[src/reading_fmt_map.vh]
`ifndef READING_FMT_MAP_VH
`define READING_FMT_MAP_VH

// encoding choices
`define ENC_TEXT 2'h0
`define ENC_SINGLE 2'h1
`define ENC_DOUBLE 2'h2
`define ENC_RESET `ENC_TEXT

// byte sequence choices
`define SEQ_NORMAL 1'b0
`define SEQ_REVERSED 1'b1
`define SEQ_RESET `SEQ_REVERSED

// string framing bytes
`define HDR_BYTE0 8'h23
`define HDR_BYTE1 8'h30
`define TERM_BYTE 8'h0A
`define SEP_BYTE 8'h2C

// text characters
`define CHR_PLUS 8'h2B
`define CHR_MINUS 8'h2D
`define CHR_POINT 8'h2E
`define CHR_EXP 8'h45
`define CHR_ZERO 8'h30
`define CHR_ASCII_TOP 8'h7F

// bytes per reading
`define LEN_TEXT 4'hF
`define LEN_SINGLE 4'h4
`define LEN_DOUBLE 4'h8

// text field positions
`define TXT_SIGN 4'h0
`define TXT_LEAD 4'h1
`define TXT_POINT 4'h2
`define TXT_FRAC_LO 4'h3
`define TXT_FRAC_HI 4'hA
`define TXT_EXP 4'hB
`define TXT_ESIGN 4'hC
`define TXT_EHI 4'hD
`define TXT_ELO 4'hE

// sign bit positions
`define SIGN_SINGLE 31
`define SIGN_DOUBLE 63

`endif

[src/reading_output_formatter.v]
// Contract
// - encoding setting: text, single float or double float; text after reset
// - byte sequence setting normal or reversed for binary; reversed after reset
// - incoming commands are accepted only as ascii text
// - text reading is signed decimal mantissa then signed exponent
// - single reading is 32 bits: sign, 8 exponent, 23 fraction
// - binary sign bit is 0 for positive, 1 for negative
// - double reading is 64 bits in ieee double layout
// - binary string opens with header bytes hash then zero
// - header sent once per conversion, never between readings
// - header order is fixed whatever the byte sequence
// - one terminator byte follows the last reading of a string
// - normal sequence sends byte 1 first, byte 4 or 8 last
// - reversed sequence sends last byte first, byte 1 last
// - text always normal order; reversed setting ignored for text
// - binary string is 2 header, 4 or 8 per reading, 1 terminator
// - readings sent follow the selected measurement function
`timescale 1ns/10ps
`include "reading_fmt_map.vh"
module reading_output_formatter
#(
	parameter FIFO_DEPTH = 4,
	parameter FIFO_AW = 2
)
(
	// clock, reset, enable
	input wire clk,
	input wire reset_n,
	input wire ce,
	// settings from the command parser
	input wire fmt_set,
	input wire [1:0] fmt_code,
	input wire order_set,
	input wire byte_sequence_select,
	// incoming command bytes
	input wire [7:0] cmd_byte,
	input wire cmd_valid,
	output reg cmd_accept,
	output reg cmd_reject,
	// readings of one conversion
	input wire rd_valid,
	output wire rd_ready,
	input wire rd_last,
	input wire [31:0] rd_single,
	input wire [63:0] rd_double,
	input wire rd_neg,
	input wire [35:0] rd_mant,
	input wire rd_exp_neg,
	input wire [7:0] rd_exp,
	// byte stream to the host
	output wire [7:0] out_data,
	output wire out_valid,
	input wire out_ready,
	// status
	output wire busy,
	output reg [1:0] fmt_now,
	output reg seq_now
);
	localparam S_IDLE = 7'b000_0001;
	localparam S_HDR0 = 7'b000_0010;
	localparam S_HDR1 = 7'b000_0100;
	localparam S_BODY = 7'b000_1000;
	localparam S_NEXT = 7'b001_0000;
	localparam S_SEP = 7'b010_0000;
	localparam S_TERM = 7'b100_0000;

	// ----------------------------------------------------------------
	// reset release
	// ----------------------------------------------------------------
	reg rst_s1_r;
	reg rst_n_r;

	always @(posedge clk or negedge reset_n)
	begin
		if (!reset_n)
		begin
			rst_s1_r <= 1'b0;
			rst_n_r <= 1'b0;
		end
		else
		begin
			rst_s1_r <= 1'b1;
			rst_n_r <= rst_s1_r;
		end
	end

	// ----------------------------------------------------------------
	// settings
	// ----------------------------------------------------------------
	reg [1:0] fmt_r;
	reg seq_r;

	always @(posedge clk or negedge rst_n_r)
	begin
		if (!rst_n_r)
		begin
			fmt_r <= `ENC_RESET;
			seq_r <= `SEQ_RESET;
		end
		else if (ce)
		begin
			// unknown encoding codes are dropped
			if (fmt_set && (fmt_code == `ENC_TEXT || fmt_code == `ENC_SINGLE ||
				fmt_code == `ENC_DOUBLE))
				fmt_r <= fmt_code;
			if (order_set)
				seq_r <= byte_sequence_select;
		end
	end

	// ----------------------------------------------------------------
	// command byte check
	// ----------------------------------------------------------------
	always @(posedge clk or negedge rst_n_r)
	begin
		if (!rst_n_r)
		begin
			cmd_accept <= 1'b0;
			cmd_reject <= 1'b0;
		end
		else if (ce)
		begin
			// binary output choice never changes how commands are read
			cmd_accept <= cmd_valid && (cmd_byte <= `CHR_ASCII_TOP);
			cmd_reject <= cmd_valid && (cmd_byte > `CHR_ASCII_TOP);
		end
	end

	// ----------------------------------------------------------------
	// framing state
	// ----------------------------------------------------------------
	reg [6:0] state_r;
	reg [6:0] state_nxt;
	reg [3:0] idx_r;
	reg [3:0] idx_nxt;
	reg last_r;
	reg [63:0] word_r;
	reg neg_r;
	reg [35:0] mant_r;
	reg eneg_r;
	reg [7:0] exp_r;
	reg [3:0] nbytes;
	reg [7:0] txt_byte;
	reg [7:0] push_data;
	reg push_valid;
	reg take;
	wire push_ready;
	wire [7:0] bin_byte;
	wire is_text;
	wire pushed;

	assign is_text = (fmt_now == `ENC_TEXT);
	assign pushed = push_valid && push_ready;
	assign rd_ready = (state_r == S_IDLE) || (state_r == S_NEXT);
	assign busy = (state_r != S_IDLE);

	always @*
	begin
		case (fmt_now)
			`ENC_SINGLE: nbytes = `LEN_SINGLE;
			`ENC_DOUBLE: nbytes = `LEN_DOUBLE;
			default: nbytes = `LEN_TEXT;
		endcase
	end

	reading_byte_pick u_pick
	(
		.word(word_r),
		.idx(idx_r),
		.nbytes(nbytes),
		.rev(seq_now && !is_text),
		.byte_out(bin_byte)
	);

	// text characters, always leading character first
	always @*
	begin
		txt_byte = `CHR_ZERO;
		case (idx_r)
			`TXT_SIGN: txt_byte = neg_r ? `CHR_MINUS : `CHR_PLUS;
			`TXT_LEAD: txt_byte = `CHR_ZERO | {4'h0, mant_r[35:32]};
			`TXT_POINT: txt_byte = `CHR_POINT;
			`TXT_EXP: txt_byte = `CHR_EXP;
			`TXT_ESIGN: txt_byte = eneg_r ? `CHR_MINUS : `CHR_PLUS;
			`TXT_EHI: txt_byte = `CHR_ZERO | {4'h0, exp_r[7:4]};
			`TXT_ELO: txt_byte = `CHR_ZERO | {4'h0, exp_r[3:0]};
			default:
			begin
				if (idx_r >= `TXT_FRAC_LO && idx_r <= `TXT_FRAC_HI)
					txt_byte = `CHR_ZERO |
						{4'h0, mant_r[(35 - 4 * (idx_r - 4'h2)) -: 4]};
			end
		endcase
	end

	always @*
	begin
		push_valid = 1'b0;
		push_data = `TERM_BYTE;
		case (state_r)
			S_HDR0:
			begin
				push_valid = 1'b1;
				push_data = `HDR_BYTE0;
			end
			S_HDR1:
			begin
				push_valid = 1'b1;
				push_data = `HDR_BYTE1;
			end
			S_BODY:
			begin
				push_valid = 1'b1;
				push_data = is_text ? txt_byte : bin_byte;
			end
			S_SEP:
			begin
				push_valid = 1'b1;
				push_data = `SEP_BYTE;
			end
			S_TERM:
			begin
				push_valid = 1'b1;
				push_data = `TERM_BYTE;
			end
			default:
			begin
				push_valid = 1'b0;
				push_data = `TERM_BYTE;
			end
		endcase
	end

	always @*
	begin
		state_nxt = state_r;
		idx_nxt = idx_r;
		take = 1'b0;
		case (state_r)
			S_IDLE:
			begin
				if (rd_valid)
				begin
					take = 1'b1;
					idx_nxt = 4'h0;
					// header only at the start of a conversion
					state_nxt = (fmt_r == `ENC_TEXT) ? S_BODY : S_HDR0;
				end
			end
			S_HDR0:
				if (pushed)
					state_nxt = S_HDR1;
			S_HDR1:
				if (pushed)
					state_nxt = S_BODY;
			S_BODY:
			begin
				if (pushed)
				begin
					idx_nxt = idx_r + 4'h1;
					if (idx_r == nbytes - 4'h1)
					begin
						idx_nxt = 4'h0;
						state_nxt = last_r ? S_TERM : S_NEXT;
					end
				end
			end
			S_NEXT:
			begin
				// later readings of the string carry no header
				if (rd_valid)
				begin
					take = 1'b1;
					state_nxt = is_text ? S_SEP : S_BODY;
				end
			end
			S_SEP:
				if (pushed)
					state_nxt = S_BODY;
			S_TERM:
				if (pushed)
					state_nxt = S_IDLE;
			default:
				state_nxt = S_IDLE;
		endcase
	end

	always @(posedge clk or negedge rst_n_r)
	begin
		if (!rst_n_r)
		begin
			state_r <= S_IDLE;
			idx_r <= 4'h0;
			last_r <= 1'b0;
			word_r <= 64'h0000_0000_0000_0000;
			neg_r <= 1'b0;
			mant_r <= 36'h0_0000_0000;
			eneg_r <= 1'b0;
			exp_r <= 8'h00;
			fmt_now <= `ENC_RESET;
			seq_now <= `SEQ_RESET;
		end
		else if (ce)
		begin
			state_r <= state_nxt;
			idx_r <= idx_nxt;
			if (take)
			begin
				// the function in force decides how many readings come
				last_r <= rd_last;
				neg_r <= rd_neg;
				mant_r <= rd_mant;
				eneg_r <= rd_exp_neg;
				exp_r <= rd_exp;
				if (state_r == S_IDLE)
				begin
					// settings frozen for the whole string
					fmt_now <= fmt_r;
					seq_now <= seq_r;
				end
				if ((state_r == S_IDLE ? fmt_r : fmt_now) == `ENC_DOUBLE)
					word_r <= {rd_neg, rd_double[62:0]};
				else
					word_r <= {32'h0000_0000, rd_neg, rd_single[30:0]};
			end
		end
	end

	// ----------------------------------------------------------------
	// output buffer
	// ----------------------------------------------------------------
	// a stalled host backs up into the framer, never drops bytes
	byte_fifo #(.WIDTH(8), .DEPTH(FIFO_DEPTH), .AW(FIFO_AW)) u_fifo
	(
		.clk(clk),
		.rst_n(rst_n_r),
		.ce(ce),
		.in_data(push_data),
		.in_valid(push_valid),
		.in_ready(push_ready),
		.out_data(out_data),
		.out_valid(out_valid),
		.out_ready(out_ready)
	);
endmodule

[src/byte_fifo.v]
`timescale 1ns/10ps
module byte_fifo
#(
	parameter WIDTH = 8,
	parameter DEPTH = 4,
	parameter AW = 2
)
(
	// clock and reset
	input wire clk,
	input wire rst_n,
	input wire ce,
	// fill side
	input wire [WIDTH-1:0] in_data,
	input wire in_valid,
	output wire in_ready,
	// drain side
	output reg [WIDTH-1:0] out_data,
	output wire out_valid,
	input wire out_ready
);
	reg [WIDTH-1:0] mem [0:DEPTH-1];
	reg [AW-1:0] wp_r;
	reg [AW-1:0] rp_r;
	reg [AW:0] cnt_r;
	wire push;
	wire pop;

	assign in_ready = (cnt_r != DEPTH);
	assign out_valid = (cnt_r != 0);
	assign push = in_valid && in_ready && ce;
	assign pop = out_valid && out_ready && ce;

	always @*
	begin
		out_data = mem[rp_r];
	end

	always @(posedge clk)
	begin
		if (push)
			mem[wp_r] <= in_data;
	end

	always @(posedge clk or negedge rst_n)
	begin
		if (!rst_n)
		begin
			wp_r <= {AW{1'b0}};
			rp_r <= {AW{1'b0}};
			cnt_r <= {(AW+1){1'b0}};
		end
		else
		begin
			if (push)
				wp_r <= (wp_r == DEPTH - 1) ? {AW{1'b0}} : wp_r + 1'b1;
			if (pop)
				rp_r <= (rp_r == DEPTH - 1) ? {AW{1'b0}} : rp_r + 1'b1;
			if (push && !pop)
				cnt_r <= cnt_r + 1'b1;
			else if (pop && !push)
				cnt_r <= cnt_r - 1'b1;
		end
	end
endmodule

[src/reading_byte_pick.v]
`timescale 1ns/10ps
module reading_byte_pick
(
	// reading and position
	input wire [63:0] word,
	input wire [3:0] idx,
	input wire [3:0] nbytes,
	input wire rev,
	// selected byte
	output wire [7:0] byte_out
);
	wire [3:0] pos;
	wire [63:0] shifted;

	// normal order starts at the most significant byte
	assign pos = rev ? idx : (nbytes - 4'h1 - idx);
	assign shifted = word >> {pos, 3'b000};
	assign byte_out = shifted[7:0];
endmodule

[config.mk]
export PLATFORM = sky130hd
export DESIGN_NAME = reading_output_formatter
export DESIGN_NICKNAME = d
export VERILOG_FILES = /design/src/reading_output_formatter.v /design/src/byte_fifo.v /design/src/reading_byte_pick.v
export VERILOG_INCLUDE_DIRS = /design/src
export SDC_FILE = /design/constraint.sdc
export NUM_CORES = 1
export LEC_CHECK = 0
export CAP_MARGIN = 5
export CORE_MARGIN = 2
export CORE_UTILIZATION = 25
export DETAILED_ROUTE_END_ITERATION = 8
export DONT_BUFFER_PORTS = 1
export GPL_TIMING_DRIVEN = 0
export PLACE_DENSITY_LB_ADDON = 0.3
export SKIP_LAST_GASP = 1
export SLEW_MARGIN = 15
export SYNTH_ARGS = -nofsm -noshare
export SYNTH_HDL_FRONTEND = slang
export SYNTH_HIERARCHICAL = 1
export SYNTH_SLANG_ARGS = --single-unit
[constraint.sdc]
create_clock -name clk -period 4 [get_ports clk]
set_clock_uncertainty 0.05 [all_clocks]
set_input_delay 0.4 -clock clk [delete_from_list [all_inputs] [get_ports clk]]
set_output_delay 0.4 -clock clk [all_outputs]
set_load 0.1 [all_outputs]
==> results_tabular.tex <==
\begin{tabular}{lr}
\hline
Metric & Value \\
\hline
\multicolumn{2}{l}{\textbf{Timing}} \\
Final period util & 97.9\% \\
Slew HR & 18.1\% \\
Fin crit period & 3920 ps \\
Tightest Pin Transition & 1220 ps \\
Count of final hold-check violations & 0 \\
F\_max & 255 MHz \\
Setup TNS Final & 0 ps \\
Setup-failing EPs final & 0 \\
Slew Viols, Final & 0 \\
Unrepaired setup endpoints after global routing & true \\
\multicolumn{2}{l}{\textbf{Synth}} \\
Average instance area after synthesis & 9.98 um\^{}2 \\
Main synth FF type & sky130\_fd\_sc\_hd\_\_dfrtp\_1 \\
Synthesized netlist cell count & 923 \\
Number of distinct library cells after synthesis & 88 \\
Yosys synthesis warning count & 6 \\
Sequential element share of the synthesized area & 48.2\% \\
Area of the mapped netlist & 9210 um\^{}2 \\
Net count after synthesis & 1107 \\
Count of flip-flops with a built-in enable after synthesis & 32 \\
Share of async-settable or async-resettable flops after synthesis & 81.3\% \\
Number of register bits inferred by synthesis & 171 \\
\multicolumn{2}{l}{\textbf{Floorplan}} \\
Area of the die & 38400 um\^{}2 \\
Core area & 36400 um\^{}2 \\
Die span in y & 196 um \\
Die W & 196 um \\
Starting Density & 25.3\% \\
I/O pin total & 178 \\
Core Rows & 70 \\
\multicolumn{2}{l}{\textbf{Clocking}} \\
Worst-skew pair later-pin latency & 450 ps \\
Clock buffer count from CTS & 17 \\
Master cell of the clock root buffer & sky130\_fd\_sc\_hd\_\_clkbuf\_16 \\
Clk pin slew, worst setup/hold paths & 80 ps \\
CTS H-Tree Depth & 4 \\
CTS max path bufs & 2 \\
CTS tree & yes \\
Sink count of the clock tree & 171 \\
\multicolumn{2}{l}{\textbf{Route}} \\
Routed length per placed instance & 18.9 um \\
Vias & 6880 \\
Number of antenna-violating nets in the routed design & 0 \\
DR DRC count & 0 \\
Initial DRC count & 337 \\
Via density & 4.71 \\
Total iterations of the first detailed-routing run & 4 \\
Wire length after detailed routing & 27600 um \\
\multicolumn{2}{l}{\textbf{Status}} \\
Outcome & finished clean \\
\multicolumn{2}{l}{\textbf{Global routing}} \\
Initial antenna violation count & 1 \\
Largest net degree at the start of global routing & 51 \\
Remaining global-route overflow & 0 \\
Vias in the first global route & 7215 \\
First-pass GRT wire length & 42500 um \\
Overall routing resource usage & 14.7\% \\
\multicolumn{2}{l}{\textbf{Worst setup path}} \\
Critical path class & reg -> reg \\
Capturing point of the worst reg2reg path & u\_fifo/mem[1][4]\$\_DFFE\_PP\_ \\
Crit path capture & u\_fifo/mem[1][4]\$\_DFFE\_PP\_ \\
Worst endpoint required time & 4150 ps \\
Worst Setup End Kind & register \\
Worst setup path startpoint & fmt\_now[0]\$\_DFFE\_PN0P\_ \\
Critical path data arrival time & 4070 ps \\
Critical Path Start Type & register \\
Worst reg-to-reg setup slack & 80 ps \\
Start of the worst register-to-register path & fmt\_now[0]\$\_DFFE\_PN0P\_ \\
Reg2reg path depth & 14 \\
Critical path fanouts, max & 8 \\
\multicolumn{2}{l}{\textbf{Placement}} \\
Routability congestion estimate & 0.833 \\
DPL Wire Length & 20800 um \\
Input/output buffers & 0 \\
\multicolumn{2}{l}{\textbf{Power and ir drop}} \\
Power density of the placed cells & 904 nW/um\^{}2 \\
Worst-case vdd ir drop & 0.391 mV \\
Leakage component of the power & 0.00471 uW \\
\multicolumn{2}{l}{\textbf{Cells and area}} \\
Area added between synthesis and finish & 18.7\% \\
Fraction of layout cells with a size suffix above 1 & 15.6\% \\
Net count reported at finish & 1163 \\
Final Util & 30.0\% \\
\multicolumn{2}{l}{\textbf{Hold path}} \\
Class of the tightest hold or removal check & in -> reg \\
\multicolumn{2}{l}{\textbf{Flow run}} \\
Max-capacitance violation count & 0 \\
\hline
\end{tabular}
-- synth_stat cells (4+ instances only) --
cell,number,area [um^2]
sky130_fd_sc_hd__nor2_1,27,101
sky130_fd_sc_hd__ha_1,20,250
sky130_fd_sc_hd__clkbuf_1,14,52.6
sky130_fd_sc_hd__buf_4,8,60.1
sky130_fd_sc_hd__nor3_1,9,45.0
sky130_fd_sc_hd__nand2_1,280,1050
sky130_fd_sc_hd__buf_1,5,18.8
sky130_fd_sc_hd__mux2_2,13,146
sky130_fd_sc_hd__and2_1,5,31.3
sky130_fd_sc_hd__nor3b_1,4,30.0
sky130_fd_sc_hd__inv_1,28,105
sky130_fd_sc_hd__buf_2,19,95.1
sky130_fd_sc_hd__a22o_1,4,35.0
sky130_fd_sc_hd__nand2b_1,6,37.5
sky130_fd_sc_hd__a32o_1,16,160
sky130_fd_sc_hd__nor2b_1,4,25.0
sky130_fd_sc_hd__xnor2_1,7,61.3
sky130_fd_sc_hd__nand3_1,42,210
sky130_fd_sc_hd__nor4_1,8,50.1
sky130_fd_sc_hd__xor2_1,6,52.6
sky130_fd_sc_hd__a31oi_1,4,25.0
sky130_fd_sc_hd__dfrtp_1,136,3400
sky130_fd_sc_hd__and3_1,4,25.0
sky130_fd_sc_hd__o21ai_0,35,175
sky130_fd_sc_hd__mux4_2,15,338
sky130_fd_sc_hd__mux2i_1,54,541
sky130_fd_sc_hd__o21ai_1,13,65.1
sky130_fd_sc_hd__a21oi_1,8,40.0
sky130_fd_sc_hd__edfxtp_1,32,961
sky130_fd_sc_hd__buf_6,9,101
-- cells in the final DEF (no fill, tap or decap), types with 8 or more instances in the layout --
| cell type | instances |
|---|---|
| sky130_fd_sc_hd__a21oi_1 | 8 |
| sky130_fd_sc_hd__a32o_1 | 15 |
| sky130_fd_sc_hd__buf_2 | 19 |
| sky130_fd_sc_hd__buf_4 | 10 |
| sky130_fd_sc_hd__buf_6 | 9 |
| sky130_fd_sc_hd__clkbuf_1 | 13 |
| sky130_fd_sc_hd__clkbuf_16 | 17 |
| sky130_fd_sc_hd__dfrtp_1 | 133 |
| sky130_fd_sc_hd__dlygate4sd3_1 | 32 |
| sky130_fd_sc_hd__edfxtp_1 | 32 |
| sky130_fd_sc_hd__ha_1 | 20 |
| sky130_fd_sc_hd__inv_1 | 26 |
| sky130_fd_sc_hd__mux2_2 | 13 |
| sky130_fd_sc_hd__mux2i_1 | 54 |
| sky130_fd_sc_hd__mux4_2 | 15 |
| sky130_fd_sc_hd__nand2_1 | 280 |
| sky130_fd_sc_hd__nand3_1 | 42 |
| sky130_fd_sc_hd__nor2_1 | 27 |
| sky130_fd_sc_hd__o21ai_0 | 35 |
| sky130_fd_sc_hd__o21ai_1 | 13 |
-- state kept, by name, summed over array words and instances, names as in the netlist --
name	flops
cmd_reject	1
cmd_accept	1
mant_r	36
fmt_now	2
u_fifo/cnt_r	3
idx_r	4
fmt_r	2
neg_r	1
u_fifo/mem	32
seq_now	1
rst_n_r	1
last_r	1
u_fifo/rp_r	2
eneg_r	1
seq_r	1
state_r	7
u_fifo/wp_r	2
rst_s1_r	1
word_r	64
exp_r	8
-- worst min-delay path by stage --
stage	startpoint	slack, ps	depth (start not counted)	endpoint
2_1_floorplan	reset_n	50	0	rst_n_r$_DFF_PN0_
3_3_place_gp	reset_n	50	0	rst_s1_r$_DFF_PN0_
3_5_place_dp	reset_n	50	0	rst_s1_r$_DFF_PN0_
4_1_cts	rd_mant[28]	1	2	mant_r[28]$_DFFE_PN0P_
5_1_grt	rd_mant[28]	3	2	mant_r[28]$_DFFE_PN0P_
6_report	rd_mant[28]	20	2	mant_r[28]$_DFFE_PN0P_
-- cell families after synthesis --
group / count (synthesis) / synth area share (%)
xor+xnor: 13 / 1.24
fa+ha+maj: 22 / 3.15
mux: 87 / 12.0
buf+inv: 85 / 4.95
simple gates: 423 / 21.0
other cells: 1 / 0.0407
compound gates: 121 / 9.35
flops: 171 / 48.2
-- metrics by stage --
step | std cells | setup slack (ps) | power [uW] | instance area [um^2] | hold WS (ps)
after detailed placement | 1394 | -954 | 7970 | 9870 | 54.5
final | 1461 | 84.3 | 9880 | 10900 | 21.4
after global routing | 1461 | -56.0 | 10600 | 10900 | 3.29
after CTS | 1459 | 9.11 | 9890 | 10900 | 1.21
after floorplan | 923 | 138 | 6680 | 9210 | 54.4
after global placement | 1391 | -885 | 7900 | 9800 | 54.5
-- report_power, final --
group,internal [uW],switching [uW],total [uW]
combinational,1990,3240,5220
sequential,2440,524,2960
clock,854,837,1690
-- metal layers --
metal | global-route usage, % | part of all wire, % | vias up | wire length (um)
met3 | 2.84 | 4.2 | 19 | 1170
met2 | 25.2 | 49 | 168 | 13600
met5 | 0 | 0 | - | 0
met4 | 3.98 | 1.3 | 0 | 372
met1 | 19.0 | 45 | 3362 | 12500
li1 | - | - | 3331 | -
-- worst max-delay path, cell delays in order, from the launching register on --
cell                      delay [ps]
sky130_fd_sc_hd__dfrtp_4         660
sky130_fd_sc_hd__inv_2            90
sky130_fd_sc_hd__ha_1            350
sky130_fd_sc_hd__inv_1           120
sky130_fd_sc_hd__ha_1            180
sky130_fd_sc_hd__inv_1            60
sky130_fd_sc_hd__fa_1            430
sky130_fd_sc_hd__xor2_2          210
sky130_fd_sc_hd__o32ai_4         470
sky130_fd_sc_hd__a32o_2          270
sky130_fd_sc_hd__nor4_2           60
sky130_fd_sc_hd__or2_2           310
sky130_fd_sc_hd__a31oi_1         200
sky130_fd_sc_hd__nor3b_2          70
sky130_fd_sc_hd__buf_4           150
-- cell type report --
type                            count  area, um^2
Antenna cell                        1        2.50
Buffer                             57         352
Clock buffer                       18         439
Clock inverter                     14         149
Fill cell                        3843       25500
Inverter                           28         105
Multi-Input combinational cell    667        4440
Sequential cell                   171        4450
Tap cell                          468         586
Timing Repair Buffer               37         403
-- what timing repair did --
action | CTS | global route
pin swaps | 1 | 4
hold buffers | 32 | 0
resized for setup | 18 | 9
setup endpoints to repair | 32 | 28
buffers inserted | 1 | 1
hold endpoints to repair | 33 | 0
Power figures use the tool's default switching activity.
